File: src/rtl/hcirq_pkg.sv
// Shared constants for the host event status block and its driver end.
// Assumes both ends run on one clock and meet through hcirq_if.
package hcirq_pkg;
    localparam int FLAG_W = 10;
    localparam int REG_W = 16;
    localparam logic [7:0] CMD_RD_STATUS = 8'h24;
    localparam logic [7:0] CMD_WR_STATUS = 8'ha4;
    localparam logic [7:0] CMD_RD_ENABLE = 8'h25;
    localparam logic [7:0] CMD_WR_ENABLE = 8'ha5;
    localparam logic [FLAG_W-1:0] STATUS_RST = 10'h000;
    localparam logic [FLAG_W-1:0] ENABLE_RST = 10'h000;
    localparam logic [FLAG_W-1:0] FLAG_MASK = 10'h3ff;
    localparam int BIT_DUAL_ROLE = 9;
    localparam int BIT_ASYNC_THR = 8;
    localparam int BIT_PERIODIC = 7;
    localparam int BIT_WAKE_CLK = 6;
    localparam int BIT_SUSPENDED = 5;
    localparam int BIT_OPER_IRQ = 4;
    localparam int BIT_XFER_DONE = 3;
    localparam int BIT_ISO_BUF1 = 2;
    localparam int BIT_ISO_BUF0 = 1;
    localparam int BIT_SOF = 0;
    typedef enum logic [1:0] {
        HCIRQ_IDLE,
        HCIRQ_WAIT
    } hcirq_state_t;
endpackage

File: src/rtl/hcirq_if.sv
// Command link between the host driver end and the event status end.
// Assumes one shared clock; a command is taken when cmd_valid is high.
`timescale 1ns/1ns
interface hcirq_if (
    input wire logic clk_i
);
    logic cmd_valid;
    logic [7:0] cmd_code;
    logic [15:0] wr_data;
    logic rd_valid;
    logic [15:0] rd_data;
    logic irq;

    modport dev (
        input cmd_valid,
        input cmd_code,
        input wr_data,
        output rd_valid,
        output rd_data,
        output irq
    );

    modport host (
        output cmd_valid,
        output cmd_code,
        output wr_data,
        input rd_valid,
        input rd_data,
        input irq
    );
endinterface

File: src/rtl/hcirq_dev.sv
// Host event status register with per-bit enable and global interrupt gate.
// Assumes event inputs are one-cycle pulses or levels on clk_i.
`timescale 1ns/1ns
module hcirq_dev (
    // Clock and reset
    input wire logic clk_i,
    input wire logic arst_n_i,
    // Command link
    hcirq_if.dev bus,
    // Event sources
    input wire logic dual_role_event_i,
    input wire logic async_count_hit_i,
    input wire logic async_timeout_hit_i,
    input wire logic periodic_last_done_i,
    input wire logic periodic_any_ack_i,
    input wire logic wake_clock_ok_i,
    input wire logic suspend_enter_i,
    input wire logic operational_irq_i,
    input wire logic byte_count_zero_i,
    input wire logic end_of_transfer_pin_i,
    input wire logic iso_buf1_done_i,
    input wire logic iso_buf0_done_i,
    input wire logic sof_state_i,
    // Configuration
    input wire logic global_irq_en_i,
    // Status
    output logic sof_allowed_o,
    output logic [9:0] status_o
);
    // ********************************
    // Pin synchronisers
    // ********************************
    // The end-of-transfer pin comes from outside the clock domain.
    // The third stage only serves the edge detector, so a held pin sets the flag once.
    logic eot_s1_q, eot_s2_q, eot_s3_q;
    logic eot_s1_d, eot_s2_d, eot_s3_d;
    always_comb begin
        eot_s1_d = end_of_transfer_pin_i;
        eot_s2_d = eot_s1_q;
        eot_s3_d = eot_s2_q;
    end
    always_ff @(posedge clk_i or negedge arst_n_i) begin
        if (!arst_n_i) begin
            eot_s1_q <= 1'b0;
            eot_s2_q <= 1'b0;
            eot_s3_q <= 1'b0;
        end else begin
            eot_s1_q <= eot_s1_d;
            eot_s2_q <= eot_s2_d;
            eot_s3_q <= eot_s3_d;
        end
    end

    // ********************************
    // Command decode
    // ********************************
    // One decoder for all four codes keeps the read and write paths in step.
    function automatic logic cmd_is(input logic valid, input logic [7:0] code, input logic [7:0] want);
        cmd_is = valid && (code == want);
    endfunction

    // ********************************
    // Suspend tracking
    // ********************************
    // A suspend request in the wake cycle wins, so the frame gate never reopens early.
    logic suspended_q, suspended_d;
    always_comb begin
        suspended_d = suspended_q;
        if (suspend_enter_i) begin
            suspended_d = 1'b1;
        end else if (wake_clock_ok_i) begin
            suspended_d = 1'b0;
        end
    end
    always_ff @(posedge clk_i or negedge arst_n_i) begin
        if (!arst_n_i) begin
            suspended_q <= 1'b0;
        end else begin
            suspended_q <= suspended_d;
        end
    end

    // ********************************
    // Event flags
    // ********************************
    logic [hcirq_pkg::FLAG_W-1:0] set_vec;
    logic [hcirq_pkg::FLAG_W-1:0] flags_q, flags_d;
    logic [hcirq_pkg::FLAG_W-1:0] enable_q, enable_d;
    logic wr_status, wr_enable, rd_status, rd_enable;

    always_comb begin
        wr_status = cmd_is(bus.cmd_valid, bus.cmd_code, hcirq_pkg::CMD_WR_STATUS);
        rd_status = cmd_is(bus.cmd_valid, bus.cmd_code, hcirq_pkg::CMD_RD_STATUS);
        wr_enable = cmd_is(bus.cmd_valid, bus.cmd_code, hcirq_pkg::CMD_WR_ENABLE);
        rd_enable = cmd_is(bus.cmd_valid, bus.cmd_code, hcirq_pkg::CMD_RD_ENABLE);
        set_vec = '0;
        set_vec[hcirq_pkg::BIT_DUAL_ROLE] = dual_role_event_i;
        set_vec[hcirq_pkg::BIT_ASYNC_THR] = async_count_hit_i | async_timeout_hit_i;
        set_vec[hcirq_pkg::BIT_PERIODIC] = periodic_last_done_i & periodic_any_ack_i;
        set_vec[hcirq_pkg::BIT_WAKE_CLK] = wake_clock_ok_i;
        set_vec[hcirq_pkg::BIT_SUSPENDED] = suspend_enter_i;
        set_vec[hcirq_pkg::BIT_OPER_IRQ] = operational_irq_i;
        set_vec[hcirq_pkg::BIT_XFER_DONE] = byte_count_zero_i | (eot_s2_q & ~eot_s3_q);
        set_vec[hcirq_pkg::BIT_ISO_BUF1] = iso_buf1_done_i;
        set_vec[hcirq_pkg::BIT_ISO_BUF0] = iso_buf0_done_i;
        set_vec[hcirq_pkg::BIT_SOF] = sof_state_i & ~suspended_q;
        // Clearing before setting lets an event in the clearing cycle survive.
        // write-one clear, set wins
        flags_d = flags_q;
        if (wr_status) begin
            flags_d = flags_q & ~bus.wr_data[hcirq_pkg::FLAG_W-1:0];
        end
        flags_d = flags_d | set_vec;
        // The enable mask lives here so the pin gate needs no extra port.
        enable_d = enable_q;
        if (wr_enable) begin
            enable_d = bus.wr_data[hcirq_pkg::FLAG_W-1:0] & hcirq_pkg::FLAG_MASK;
        end
    end

    always_ff @(posedge clk_i or negedge arst_n_i) begin
        if (!arst_n_i) begin
            flags_q <= hcirq_pkg::STATUS_RST;
            enable_q <= hcirq_pkg::ENABLE_RST;
        end else begin
            flags_q <= flags_d;
            enable_q <= enable_d;
        end
    end

    // ********************************
    // Read path and outputs
    // ********************************
    logic rd_valid_q, rd_valid_d;
    logic [hcirq_pkg::REG_W-1:0] rd_data_q, rd_data_d;
    logic irq_q, irq_d;
    logic sof_ok_q, sof_ok_d;

    always_comb begin
        rd_valid_d = rd_status | rd_enable;
        rd_data_d = rd_data_q;
        // A read returns the flags before this edge; a flag set now shows next time.
        // reserved bits zero
        if (rd_status) begin
            rd_data_d = {6'h00, flags_q};
        end else if (rd_enable) begin
            rd_data_d = {6'h00, enable_q};
        end
        // Next values let the pin follow a new flag or enable one cycle sooner.
        // gated interrupt pin
        irq_d = global_irq_en_i & (|(flags_d & enable_d));
        sof_ok_d = ~suspended_d;
    end

    always_ff @(posedge clk_i or negedge arst_n_i) begin
        if (!arst_n_i) begin
            rd_valid_q <= 1'b0;
            rd_data_q <= '0;
            irq_q <= 1'b0;
            sof_ok_q <= 1'b1;
        end else begin
            rd_valid_q <= rd_valid_d;
            rd_data_q <= rd_data_d;
            irq_q <= irq_d;
            sof_ok_q <= sof_ok_d;
        end
    end

    assign bus.rd_valid = rd_valid_q;
    assign bus.rd_data = rd_data_q;
    assign bus.irq = irq_q;
    assign sof_allowed_o = sof_ok_q;
    assign status_o = flags_q;
endmodule

File: src/flat_wrapper.sv
// flat-port wrapper written by rule: the top's interface ports become plain ports
module hcirq_dev_flat 
  (clk_i, arst_n_i, dual_role_event_i, async_count_hit_i, async_timeout_hit_i, periodic_last_done_i, periodic_any_ack_i, wake_clock_ok_i, suspend_enter_i, operational_irq_i, byte_count_zero_i, end_of_transfer_pin_i, iso_buf1_done_i, iso_buf0_done_i, sof_state_i, global_irq_en_i, sof_allowed_o, status_o, bus_cmd_valid, bus_cmd_code, bus_wr_data, bus_rd_valid, bus_rd_data, bus_irq);
  hcirq_if bus_i (.clk_i(clk_i));
  input wire logic clk_i;
  input wire logic arst_n_i;
  input wire logic dual_role_event_i;
  input wire logic async_count_hit_i;
  input wire logic async_timeout_hit_i;
  input wire logic periodic_last_done_i;
  input wire logic periodic_any_ack_i;
  input wire logic wake_clock_ok_i;
  input wire logic suspend_enter_i;
  input wire logic operational_irq_i;
  input wire logic byte_count_zero_i;
  input wire logic end_of_transfer_pin_i;
  input wire logic iso_buf1_done_i;
  input wire logic iso_buf0_done_i;
  input wire logic sof_state_i;
  input wire logic global_irq_en_i;
  output logic sof_allowed_o;
  output logic [9:0] status_o;
  input wire logic [$bits(bus_i.cmd_valid)-1:0] bus_cmd_valid;
  input wire logic [$bits(bus_i.cmd_code)-1:0] bus_cmd_code;
  input wire logic [$bits(bus_i.wr_data)-1:0] bus_wr_data;
  output wire logic [$bits(bus_i.rd_valid)-1:0] bus_rd_valid;
  output wire logic [$bits(bus_i.rd_data)-1:0] bus_rd_data;
  output wire logic [$bits(bus_i.irq)-1:0] bus_irq;
  assign bus_i.cmd_valid = bus_cmd_valid;
  assign bus_i.cmd_code = bus_cmd_code;
  assign bus_i.wr_data = bus_wr_data;
  assign bus_rd_valid = bus_i.rd_valid;
  assign bus_rd_data = bus_i.rd_data;
  assign bus_irq = bus_i.irq;
  hcirq_dev u_core (.clk_i(clk_i), .arst_n_i(arst_n_i), .bus(bus_i), .dual_role_event_i(dual_role_event_i), .async_count_hit_i(async_count_hit_i), .async_timeout_hit_i(async_timeout_hit_i), .periodic_last_done_i(periodic_last_done_i), .periodic_any_ack_i(periodic_any_ack_i), .wake_clock_ok_i(wake_clock_ok_i), .suspend_enter_i(suspend_enter_i), .operational_irq_i(operational_irq_i), .byte_count_zero_i(byte_count_zero_i), .end_of_transfer_pin_i(end_of_transfer_pin_i), .iso_buf1_done_i(iso_buf1_done_i), .iso_buf0_done_i(iso_buf0_done_i), .sof_state_i(sof_state_i), .global_irq_en_i(global_irq_en_i), .sof_allowed_o(sof_allowed_o), .status_o(status_o));
endmodule
File: config.mk
export PLATFORM = sky130hd
export DESIGN_NAME = hcirq_dev_flat
export DESIGN_NICKNAME = d
export VERILOG_FILES = /design/src/rtl/hcirq_pkg.sv /design/src/rtl/hcirq_if.sv /design/src/rtl/hcirq_dev.sv /design/src/flat_wrapper.sv
export SDC_FILE = /design/constraint.sdc
export NUM_CORES = 1
export LEC_CHECK = 0
export BUFFER_PORTS_ARGS = -buffer_cell sky130_fd_sc_hd__buf_2
export CAP_MARGIN = 20
export CORE_MARGIN = 2
export CORE_UTILIZATION = 35
export DETAILED_ROUTE_END_ITERATION = 10
export PLACE_DENSITY = 0.65
export SLEW_MARGIN = 30
export SYNTH_ARGS = -nofsm -noshare
export SYNTH_HDL_FRONTEND = slang
export SYNTH_SLANG_ARGS = --single-unit
export TNS_END_PERCENT = 50
File: constraint.sdc
create_clock -name clk_i -period 2.75 [get_ports clk_i]
set_clock_uncertainty 0.15 [all_clocks]
set_input_delay 0.275 -clock clk_i [delete_from_list [all_inputs] [get_ports clk_i]]
set_output_delay 0.275 -clock clk_i [all_outputs]
set_load 0.005 [all_outputs]
======== Word level (Yosys, flattened, before mapping) ========
Index checks and enable logic that the tools add are counted.
word-level totals
  input bits .............................. 41
  memory bits (read-only) ................. 0
  latch bits .............................. 0
  RAM bits ................................ 0
  memories ................................ 0
  register bits ........................... 43
cells by class
  eq/ne operators ......................... 4
  muxes and demuxes ....................... 6
  shift operators ......................... 0
  reductions and logical operators ........ 6
  bitwise operators ....................... 14
  div/mod/pow operators ................... 0
  $add $sub $neg .......................... 0
  magnitude comparators ................... 0
  multipliers ............................. 0
operators by type and width
  kind                number
  $mux 16             2
  $and 10x10->10      2
  $mux 10             2
  $eq 8x6->1 const B  2
  $eq 8x8->1 const B  2
  $not 10->10         1
  $or 10x10->10       1
  $reduce_or 10->1    1
  $and 1x1->1         4
  $logic_and 1x1->1   4
  $not 1->1           3
  $or 1x1->1          3
  $mux 1              2
  $reduce_bool 2->1   1

======== Longest topological paths before layout ========
Gate-level depths: netlist of the first run.
  word-level depth ........................ 7
  gate-level depth with buffers ........... 7

======== Least setup slack after synthesis of the first run ========
No wires, ideal clock.
  kind .................................... input to register
  start ................................... input bus_cmd_code[6]
  end ..................................... register u_core.irq_q, in the netlist u_core.bus.irq
  path buffers ............................ 1
  arrival ................................. 1.490 ns
  setup time .............................. 0.145 ns
  data required time ...................... 2.455 ns
  slack ................................... 0.965 ns
  cell stages on the path ................. 6
  cell sequence ........................... and4bb_1 > buf_6 > nand4_4 > mux2_4 > a32oi_1 > a41oi_1
between the ends
  elaborated cells on any way between the ends .. 10
RTL lines
  what                           line                source
  from (decl)                    flat_wrapper.sv:24  input wire logic [$bits(bus_i.cmd_code)-1:0] bus_cmd_code;
  $eq 8x8->1                     hcirq_dev.sv:59     cmd_is = valid && (code == want);
  $logic_and 1x1->1              hcirq_dev.sv:59
  $mux 10                        hcirq_dev.sv:116    if (wr_enable) begin
  net u_core.enable_d (one bit)  hcirq_dev.sv:88     logic [hcirq_pkg::FLAG_W-1:0] enable_q, enable_d;
  $and 10x10->10                 hcirq_dev.sv:151    irq_d = global_irq_en_i & (|(flags_d & enable_d));
  $reduce_or 10->1               hcirq_dev.sv:151
  $and 1x1->1                    hcirq_dev.sv:151
  net u_core.irq_d               hcirq_dev.sv:136    logic irq_q, irq_d;
  to (signal assigned)           hcirq_dev.sv:164    irq_q <= irq_d;
  to (decl)                      hcirq_dev.sv:136
The timed path passes the listed nets, and every way through them passes these cells.
A chain may end at the register's enable or synchronous reset.

======== Worst setup path after layout of the first run ========
  start ................................... input bus_cmd_code[6]
  end ..................................... register u_core.irq_q, in the netlist u_core.bus.irq
between the ends
  cells in the longest elaborated chain, start to end .. 7
  elaborated cells on any way between the ends .. 10
RTL lines
  what                          line              source
  $eq 8x8->1                    hcirq_dev.sv:59
  $logic_and 1x1->1             hcirq_dev.sv:59
  $mux 10                       hcirq_dev.sv:110  if (wr_status) begin
  $or 10x10->10                 hcirq_dev.sv:113  flags_d = flags_d | set_vec;
  net u_core.flags_d (one bit)  hcirq_dev.sv:87   logic [hcirq_pkg::FLAG_W-1:0] flags_q, flags_d;
  $and 10x10->10                hcirq_dev.sv:151
  $reduce_or 10->1              hcirq_dev.sv:151
  $and 1x1->1                   hcirq_dev.sv:151
  net u_core.irq_d              hcirq_dev.sv:136
The timed path passes the listed nets, and every way through them passes these cells.

==> impl_metrics.csv, run 1 <==
group,metric,value,unit
placed_design,routabilityCongestion,0.817,
floorplanning,initial_utilization,35.8,%
clock_network,clock-sinks,37,
flow_run,cap_violations,0,
floorplanning,fp.dieArea,0.00575,mm²
setup_path,cp_slowest_cell,"and4bb_1",
drt,vias_per_cell,4.69,
timing,slew_headroom,45.4,%
synth,synth_seq_cells,37,
setup_path,cp.required,2.75,ns
layout,ff_latch_area,927,µm²
clock_network,cts_root_buffer,"clkbuf_8",
global_route,grt_usage,14.7,%
drt,first_pass_iters,4,
drt,met2_length,1790,µm
drt,wl,3840,µm
global_route,grt_max_degree,38,
pwr,power_density,511,mW/mm²
layout,multi_input_area,797,µm²
global_route,grt_pass1_wl,6150,µm
drt,vias,1361,
global_route,antenna_found_initial,0,
setup_path,path_cells,"buf_2 -> and4bb_1 -> nand4b_4 -> a2111o_1 -> a32oi_1 -> a41oi_1",
drt,avgRoutedWirePerCell,13.2,µm
timing,drv_slew,0,
clock_network,clock_latency,0.28,ns
synth,yosys_most_used_dff,"dfrtp_1",
synth,yosysSeqAreaShare,51.4,%
timing,rsz0062_at_grt,"false",
drt,drt-met1-wl,1740,µm
timing,fin_crit,1.93,ns
layout,nets,260,
setup_path,end_kind,"flop",
timing,fmax,518,MHz
layout,syn_to_final_growth,24.9,%
layout,fillers,504,
floorplanning,die_h,75.8,µm
global_route,grt_pass1_vias,1310,
synth,postSynthCellCount,158,
setup_path,arrival,1.93,ns
drt,drcViolationCount,0,
synth,avgSynthCellArea,11.4,µm²
synth,synth-edff-count,0,
drt,dr_wl_met3,257,µm
synth,synth-async-reset-ratio,100,%
setup_path,worstPathMaxFanout,9,
layout,fin_util,44.7,%
clock_network,clk_path_buf_depth,2,
clock_network,cts_max_level,2,
hold_path,hold_path.class,"input port to flop",
synth,synthDistinctLibCells,43,
drt,dr.max_layer_used,"met4",
synth,syn_area,0.00181,mm²
synth,synthTopCellsByArea,"dfrtp_1, mux2i_1, mux2_2",
setup_path,cpPeakStageDelay,0.53,ns
layout,drive_gt1_share,38.2,%
clock_network,numCtsBuffers,5,
timing,post-route-period-util,70.3,%
floorplanning,num_rows,26,
setup_path,startpoint_type,"input port",
timing,finalSetupTns,0,ns
timing,worstMarginPinSlew,0.819,ns
clock_network,path_clk_slew,0.07,ns
placed_design,post-dp-hpwl,2820,µm
clock_network,cts_tree,"yes",
pwr,p_leak,1.09,nW
status,outcome,"finished clean",
global_route,grt.overflow.total,0,
layout,antenna_cells,0,
floorplanning,io_pins,70,
floorplanning,die-width,75.8,µm
timing,setup_violations,0,
synth,synth_largest_area_cell,"dfrtp_1",
setup_path,crit_type,"input port to flop",
synth,synth_top_cell_area_share,49.9,%
timing,hold_viol_final,0,
placed_design,io_buffers,57,
pwr,ir_worst_vdd,341,µV
drt,drt-initial-drc-count,68,
drt,ant_nets,0,
floorplanning,fp.coreArea,0.00504,mm²
synth,yosysWarnings,0,
cell type report:
type | instances | area share [%]
sequential | 37 | 41.1
multi-input combinational | 108 | 35.3
timing repair buffer | 61 | 14.2
clock buffer | 7 | 4.27
tap | 70 | 3.88
inverter | 6 | 0.998
clock inverter | 1 | 0.222
power by group:
part | internal, W | total (W) | switching [W] | leakage [nW]
combinational | 0.0000741 | 0.000148 | 0.0000735 | 0.596
clock | 0.000226 | 0.000410 | 0.000184 | 0.0542
sequential | 0.000578 | 0.000595 | 0.0000173 | 0.441
per-layer routing:
| metal | track usage, % | vias to the layer above |
|---|---|---|
| met3 | 5.03 | 7 |
| met4 | 6.43 | 0 |
| met5 | 0 | - |
| met1 | 18.5 | 634 |
| met2 | 22.9 | 43 |
| li1 | - | 677 |
critical path: cells and delay by family:
kind | cells | cell delay, ns
buf+inv | 1 | 0.09
simple gates | 2 | 0.78
compound gates | 3 | 0.79
cell families after synthesis:
group | synth area share [%]
AO/OA/AOI/OAI | 14.1
buffers and inverters | 5.54
flip-flops | 51.4
multiplexers | 13.1
other | 0.208
AND/OR/NAND/NOR | 15.7
per-stage QoR:
stage	hold slack, ns	setup WS [ns]	cell area, µm²	std cells	power [W]
after floorplan	-0.171	0.965	1820	163	0.000683
after global placement	0.182	0.499	2130	280	0.000752
after detailed placement	0.186	0.494	2130	280	0.000755
after CTS	0.0389	0.809	2260	290	0.00118
after global routing	0.0460	0.672	2260	290	0.00122
final	0.0485	0.818	2260	290	0.00115
final timing paths:
kind,startpoint,endpoint,slack (ns),cells past startpoint
max reg2reg,u_core.status_o[8]$_DFF_PN0_,u_core.bus.irq$_DFF_PN0_,1.20,4
max in group asynchronous,arst_n_i,u_core.status_o[8]$_DFF_PN0_,1.45,2
min reg2reg,u_core.eot_s1_q$_DFF_PN0_,u_core.eot_s2_q$_DFF_PN0_,0.20,0
min in group asynchronous,arst_n_i,u_core.status_o[4]$_DFF_PN0_,0.48,2
max,bus_cmd_code[6],u_core.bus.irq$_DFF_PN0_,0.82,6
min,global_irq_en_i,u_core.bus.irq$_DFF_PN0_,0.05,3
cell usage in the layout (no fill, tap or decap), types with 4 or more instances in the layout:
cell,synthesis,routed
buf_2,2,57
dfrtp_1,36,36
a21oi_1,15,15
nor2_1,13,13
mux2i_1,12,12
mux2_2,9,9
clkbuf_8,0,7
nand2_1,6,6
inv_1,6,6
conb_1,1,6
a21o_1,4,4
nand2b_1,4,4
nor2b_1,4,4
state kept, by name, indices dropped and copies added, names as in the netlist:
| signal | count |
|---|---|
| u_core.suspended_q | 1 |
| u_core.eot_s2_q | 1 |
| u_core.bus.rd_data | 10 |
| u_core.eot_s3_q | 1 |
| u_core.eot_s1_q | 1 |
| u_core.status_o | 10 |
| u_core.bus.irq | 1 |
| u_core.enable_q | 10 |
| u_core.sof_allowed_o | 1 |
| u_core.bus.rd_valid | 1 |
cells in the mapped netlist (2+ instances only):
| cell | number |
|---|---|
| o22ai_1 | 3 |
| nor2_1 | 13 |
| buf_2 | 2 |
| and2_1 | 2 |
| a211oi_1 | 3 |
| nand2_1 | 6 |
| mux2_2 | 9 |
| dfrtp_1 | 36 |
| inv_1 | 6 |
| a21oi_1 | 15 |
| clkbuf_1 | 2 |
| buf_4 | 6 |
| nand2b_1 | 4 |
| nor2b_1 | 4 |
| nor3b_1 | 3 |
| o22a_1 | 2 |
| mux2i_1 | 12 |
| a21o_1 | 4 |
| o21ai_0 | 2 |
what timing repair did:
| item | in CTS | in global routing |
|---|---|---|
| resized for setup | 0 | 0 |
| setup buffers | 0 | 0 |
| hold buffers | 2 | 0 |
| setup endpoints to repair | 0 | 0 |
| hold endpoints to repair | 37 | 0 |
Note: power is estimated with default switching activity, not from simulation.
==> inputs of run 2 (changes only) <==
==> constraint.sdc (replaced) <==
create_clock -name clk_i -period 1.8 [get_ports clk_i]
set_clock_uncertainty 0.15 [all_clocks]
set_input_delay 0.18 -clock clk_i [delete_from_list [all_inputs] [get_ports clk_i]]
set_output_delay 0.18 -clock clk_i [all_outputs]
set_load 0.005 [all_outputs]
==> run 2 against run 1 <==
  * Die area unchanged
  * Total power grew 49%
  * Setup slack got worse by 0.72 ns
  * Via count increased by 7.0%
  * Wire length increased by 1.5%
  * Non-clock buffer count increased by 24
  * Sequential power rose by 53%
  * First-iteration DRC count is 22% lower
  * Combinational power grew 74%
  * Flip-flop and latch count unchanged
  * Hold slack worse by 0.040 ns
  * Sequential share of layout area is 3.2 points lower
==> impl_metrics.csv, run 2 (same netlist as run 1, synthesis figures left out) <==
group,metric,value,unit
status,outcome,"finished clean",
hold_path,holdCritStartpoint,"periodic_last_done_i",
placed_design,routabilityCongestion,0.814,
pwr,power_density,703,mW/mm²
clock_network,holdBufCountCts,13,
hold_path,hold_path.class,"input port to flop",
timing,setup_violations,0,
pwr,clkPwrFrac,32.1,%
drt,wl,3900,µm
setup_path,r2r.worst_path.cells,4,
setup_path,startpoint_type,"input port",
timing,hold_viol_final,0,
timing,fin_crit,1.70,ns
pwr,power_switching,0.000425,W
placed_design,io_buffers,57,
global_route,grt_pass1_vias,1358,
floorplanning,io_pins,70,
placed_design,post-dp-hpwl,2960,µm
pwr,p_leak,1.19,nW
timing,post-route-period-util,94.4,%
global_route,grt.overflow.total,0,
layout,antenna_cells,0,
setup_path,r2r-end,"u_core.bus.irq$_DFF_PN0_",
clock_network,numCtsBuffers,5,
setup_path,r2r_slack,0.28,ns
pwr,power_frac_comb,14.9,%
floorplanning,die-width,75.8,µm
flow_run,cap_violations,0,
drt,vias_per_cell,4.64,
timing,finalSetupTns,0,ns
pwr,p_int,0.00129,W
layout,final_cells,314,
pwr,ir_worst_vdd,533,µV
setup_path,end_kind,"flop",
setup_path,worstPathMaxFanout,3,
hold_path,min_to,"u_core.status_o[7]$_DFF_PN0_",
hold_path,holdPathStages,2,
global_route,antenna_found_initial,0,
global_route,grt_max_degree,38,
clock_network,clk_path_buf_depth,2,
layout,drive_gt1_share,38.9,%
pwr,p_seq_share,53.0,%
drt,drt-initial-drc-count,53,
drt,ant_nets,0,
floorplanning,initial_utilization,35.8,%
drt,avgRoutedWirePerCell,12.4,µm
placed_design,post_dp_cell_area,0.00223,mm²
drt,first_pass_iters,4,
clock_network,cts_root_buffer,"clkbuf_8",
timing,holdWs,0.00873,ns
clock_network,clock-sinks,37,
layout,nets,284,
global_route,grt_usage,14.3,%
setup_path,crit_type,"input port to flop",
pwr,swShare,24.7,%
floorplanning,num_rows,26,
setup_path,arrival,1.70,ns
clock_network,cts_resized,0,
timing,rsz0062_at_grt,"false",
clock_network,path_clk_slew,0.07,ns
clock_network,cts_tree,"yes",
drt,vias,1456,
placed_design,dp.cells,293,
clock_network,clock_latency,0.29,ns
layout,final_cell_mix,"buf_2, dfrtp_1, a21oi_1, buf_4",
clock_network,cts_max_level,2,
setup_path,r2r_start,"u_core.status_o[8]$_DFF_PN0_",
layout,syn_to_final_growth,35.3,%
pwr,finalPower,0.00172,W
layout,layout_commonest_cell,"buf_2",
global_route,grt_pass1_wl,6050,µm
floorplanning,fp.dieArea,0.00575,mm²
drt,drcViolationCount,0,
floorplanning,die_h,75.8,µm
layout,fin_area,0.00244,mm²
clock_network,postCtsSetupRepairBufs,0,
timing,drv_slew,0,
floorplanning,fp.coreArea,0.00504,mm²
setup_path,cp.required,1.80,ns
timing,fmax,588,MHz
## run 2: cell count changes in the layout (fill, tap and decap cells not counted)
| cell | delta |
|---|---|
| dlygate4sd3_1 | +11 |
| clkbuf_8 | -2 |
| clkbuf_1 | +2 |
| buf_4 | +13 |
## run 2: area by class of cell
| class | instances | area, µm² |
|---|---|---|
| clock inverters | 1 | 5.00 |
| fillers | 498 | 2600 |
| inverters | 6 | 22.5 |
| clock buffers | 7 | 76.3 |
| flip-flops and latches | 37 | 927 |
| repair buffers | 85 | 528 |
| well taps | 70 | 87.6 |
| multi-input cells | 108 | 797 |
## run 2: routing by layer
| layer | vias to the layer above | routed length [µm] | track usage (%) |
|---|---|---|---|
| met3 | 5 | 217 | 4.50 |
| met1 | 684 | 1810 | 18.1 |
| li1 | 729 | - | - |
| met2 | 38 | 1830 | 23.4 |
| met5 | - | 0 | 0 |
| met4 | 0 | 39 | 4.68 |
## run 2: per-stage QoR
step | util (%) | setup WS (ns)
3_5_place_dp | 44.3 | -0.174
4_1_cts | 48.5 | 0.0392
2_1_floorplan | - | 0.110
5_1_grt | 48.5 | 0.00316
6_report | 48.5 | 0.100
3_3_place_gp | 44.3 | -0.164
## run 2: worst max-delay path by stage
stage | to | slack (ns) | depth (start not counted) | start
after floorplan | u_core.bus.irq$_DFF_PN0_ | 0.11 | 6 | bus_cmd_code[6]
after global placement | u_core.bus.irq$_DFF_PN0_ | -0.16 | 6 | bus_cmd_code[6]
after detailed placement | u_core.bus.irq$_DFF_PN0_ | -0.17 | 6 | bus_cmd_code[6]
after CTS | u_core.bus.irq$_DFF_PN0_ | 0.04 | 7 | async_timeout_hit_i
after global routing | u_core.bus.irq$_DFF_PN0_ | 0.003 | 7 | async_timeout_hit_i
final | u_core.bus.irq$_DFF_PN0_ | 0.1 | 7 | async_timeout_hit_i
## run 2: worst max-delay path, stage by stage
cell and delay [ns]:
dlygate4sd3_1 0.53, buf_2 0.13, nor3_1 0.16, mux2_2 0.17, a211oi_1 0.06, nor4_1 0.32, a41oi_1 0.15
## run 2: power by group through the flow
stage          clock (W)  combinational, W  sequential, W
3_3_place_gp           0          0.000235       0.000926
6_report        0.000551          0.000257       0.000910
3_5_place_dp           0          0.000239       0.000927
2_1_floorplan          0          0.000117       0.000926
4_1_cts         0.000567          0.000262       0.000911
5_1_grt         0.000603          0.000293       0.000916
==> inputs of run 3 (changes only) <==
--- a/config.mk
+++ b/config.mk
@@ -6,11 +6,10 @@
 export NUM_CORES = 1
 export LEC_CHECK = 0
 export BUFFER_PORTS_ARGS = -buffer_cell sky130_fd_sc_hd__buf_2
-export CAP_MARGIN = 20
 export CORE_MARGIN = 2
 export CORE_UTILIZATION = 35
 export DETAILED_ROUTE_END_ITERATION = 10
-export PLACE_DENSITY = 0.65
+export PLACE_DENSITY = 0.68
 export SLEW_MARGIN = 30
 export SYNTH_ARGS = -nofsm -noshare
 export SYNTH_HDL_FRONTEND = slang
==> run 3 against run 2 <==
  * Die area unchanged
  * Clock-buffer cell count decreased by 2
  * First-iteration DRC count decreased by 26%
  * Sequential power about the same
  * Utilization increased by 1.8 points
  * Register-to-register slack got worse by 0.02 ns
  * Combinational power increased by 4%
  * Sequential share of layout area decreased by 1.3 points
  * Critical path depth unchanged
  * Wire length increased by 3.8%
  * Clock power increased by 54%
  * Largest cell class unchanged
  * Largest power group unchanged
  * Highest routed layer unchanged
==> impl_metrics.csv, run 3 (same netlist as run 1, synthesis figures left out) <==
group,metric,value,unit
setup_path,arrival,1.73,ns
setup_path,worstPathMaxFanout,3,
setup_path,crit_type,"input port to flop",
floorplanning,io_pins,70,
timing,rsz0062_at_grt,"false",
pwr,ir_worst_vdd,398,µV
timing,holdWs,0.00862,ns
drt,wl,4050,µm
global_route,antenna_found_initial,0,
setup_path,path_cells,"dlygate4sd3_1 -> buf_2 -> nor3_1 -> mux2_2 -> a211oi_1 -> nor4_1 -> a41oi_1",
pwr,p_int,0.00158,W
global_route,grt_usage,15.5,%
clock_network,clock-sinks,37,
placed_design,routabilityCongestion,0.885,
layout,syn_to_final_growth,40.3,%
pwr,clkPwrFrac,41.9,%
floorplanning,fp.dieArea,0.00575,mm²
placed_design,pre_cts_ws,-0.164,ns
drt,drt-initial-drc-count,39,
setup_path,cpPeakStageDelay,0.53,ns
clock_network,clock_latency,0.29,ns
drt,vias_per_cell,4.58,
global_route,gr-max-usage-layer,"met2",
setup_path,cp_num_cells,7,
drt,first_pass_iters,4,
setup_path,cp_slowest_cell,"dlygate4sd3_1",
pwr,power_frac_comb,13.1,%
setup_path,critPathBufInv,2,
clock_network,cts_tree,"yes",
global_route,met2_usage,24.8,%
layout,nets,288,
global_route,met3_usage,5.03,%
timing,fin_crit,1.74,ns
setup_path,r2r_start,"u_core.status_o[8]$_DFF_PN0_",
timing,setup_slack,0.0646,ns
global_route,grt_use_met1,19.2,%
setup_path,critPathLaunch,"async_timeout_hit_i",
pwr,swShare,22.1,%
setup_path,cp.required,1.80,ns
floorplanning,fp.coreArea,0.00504,mm²
timing,fmax,576,MHz
clock_network,numCtsBuffers,5,
clock_network,path_clk_slew,0.07,ns
clock_network,clk_path_buf_depth,2,
pwr,p_leak,1.23,nW
pwr,p_seq_share,44.9,%
layout,fin_util,50.2,%
clock_network,cts_resized,0,
timing,post-route-period-util,96.4,%
global_route,grt.overflow.total,0,
placed_design,io_buffers,57,
setup_path,r2r-end,"u_core.bus.irq$_DFF_PN0_",
floorplanning,die-width,75.8,µm
layout,fin_area,0.00253,mm²
hold_path,hold_path.class,"input port to flop",
status,outcome,"finished clean",
flow_run,cap_violations,0,
clock_network,cts_max_level,2,
clock_network,cts_root_buffer,"clkbuf_8",
drt,drcViolationCount,0,
timing,hold_viol_final,0,
drt,vias,1455,
setup_path,end_kind,"flop",
pwr,power_switching,0.000447,W
setup_path,r2r_slack,0.26,ns
placed_design,post_dp_cell_area,0.00224,mm²
timing,setup_violations,0,
floorplanning,num_rows,26,
drt,ant_nets,0,
layout,final_cell_mix,"buf_2, dfrtp_1, dlygate4sd3_1, buf_4, a21oi_1",
drt,avgRoutedWirePerCell,12.7,µm
global_route,grt_pass1_vias,1376,
setup_path,startpoint_type,"input port",
setup_path,r2r.worst_path.cells,4,
layout,drive_gt1_share,39.5,%
floorplanning,initial_utilization,35.8,%
layout,antenna_cells,0,
setup_path,crit_family,"buffers and inverters",
floorplanning,die_h,75.8,µm
timing,drv_slew,0,
timing,finalSetupTns,0,ns
global_route,grt_pass1_wl,6430,µm
global_route,grt_max_degree,38,
setup_path,crit_path_end,"u_core.bus.irq$_DFF_PN0_",
placed_design,post-dp-hpwl,3030,µm
layout,layout_commonest_cell,"buf_2",
pwr,power_density,799,mW/mm²
==> run 3: layout make-up <==
class / count / area, µm²
Clock buffer: 5 / 68.8
Clock inverter: 3 / 65.1
Fill cell: 480 / 2510
Inverter: 6 / 22.5
Multi-Input combinational cell: 108 / 797
Sequential cell: 37 / 927
Tap cell: 70 / 87.6
Timing Repair Buffer: 89 / 566
==> run 3: worst reg2reg max path, stage by stage (launching register included) <==
cell,delay (ns)
dfrtp_1,0.41
o32ai_1,0.29
a211oi_1,0.08
nor4_1,0.32
a41oi_1,0.16
==> run 3: worst min-delay path by stage <==
stage,end,depth (start not counted),start
2_1_floorplan,u_core.bus.irq$_DFF_PN0_,0,arst_n_i
3_3_place_gp,u_core.bus.rd_data[4]$_DFFE_PN0P_,2,arst_n_i
3_5_place_dp,u_core.bus.rd_data[4]$_DFFE_PN0P_,2,arst_n_i
4_1_cts,u_core.enable_q[4]$_DFF_PN0_,2,bus_wr_data[4]
5_1_grt,u_core.enable_q[8]$_DFF_PN0_,2,bus_wr_data[8]
6_report,u_core.status_o[4]$_DFF_PN0_,2,operational_irq_i
==> run 3: metrics by stage <==
step / power [W] / cells
final: 0.00203 / 318
after global routing: 0.00213 / 318
after CTS: 0.00206 / 318
after detailed placement: 0.00117 / 294
after global placement: 0.00116 / 294
after floorplan: 0.00104 / 163
==> run 3: power by group through the flow <==
stage | combinational [W] | clock [W] | sequential (W)
6_report | 0.000266 | 0.000849 | 0.000910
5_1_grt | 0.000302 | 0.000910 | 0.000917
4_1_cts | 0.000271 | 0.000874 | 0.000910
3_5_place_dp | 0.000243 | 0 | 0.000926
3_3_place_gp | 0.000238 | 0 | 0.000925
2_1_floorplan | 0.000117 | 0 | 0.000926
==> run 3: what timing repair did <==
action | 4_1_cts | 5_1_grt
setup buffers | 0 | 0
hold buffers | 16 | 0
hold endpoints to repair | 51 | 0
==> run 3: metal layers <==
metal	vias to the layer above	wire [µm]
li1	733	-
met1	676	1810
met2	40	1930
met3	6	234
met4	0	68
met5	-	0
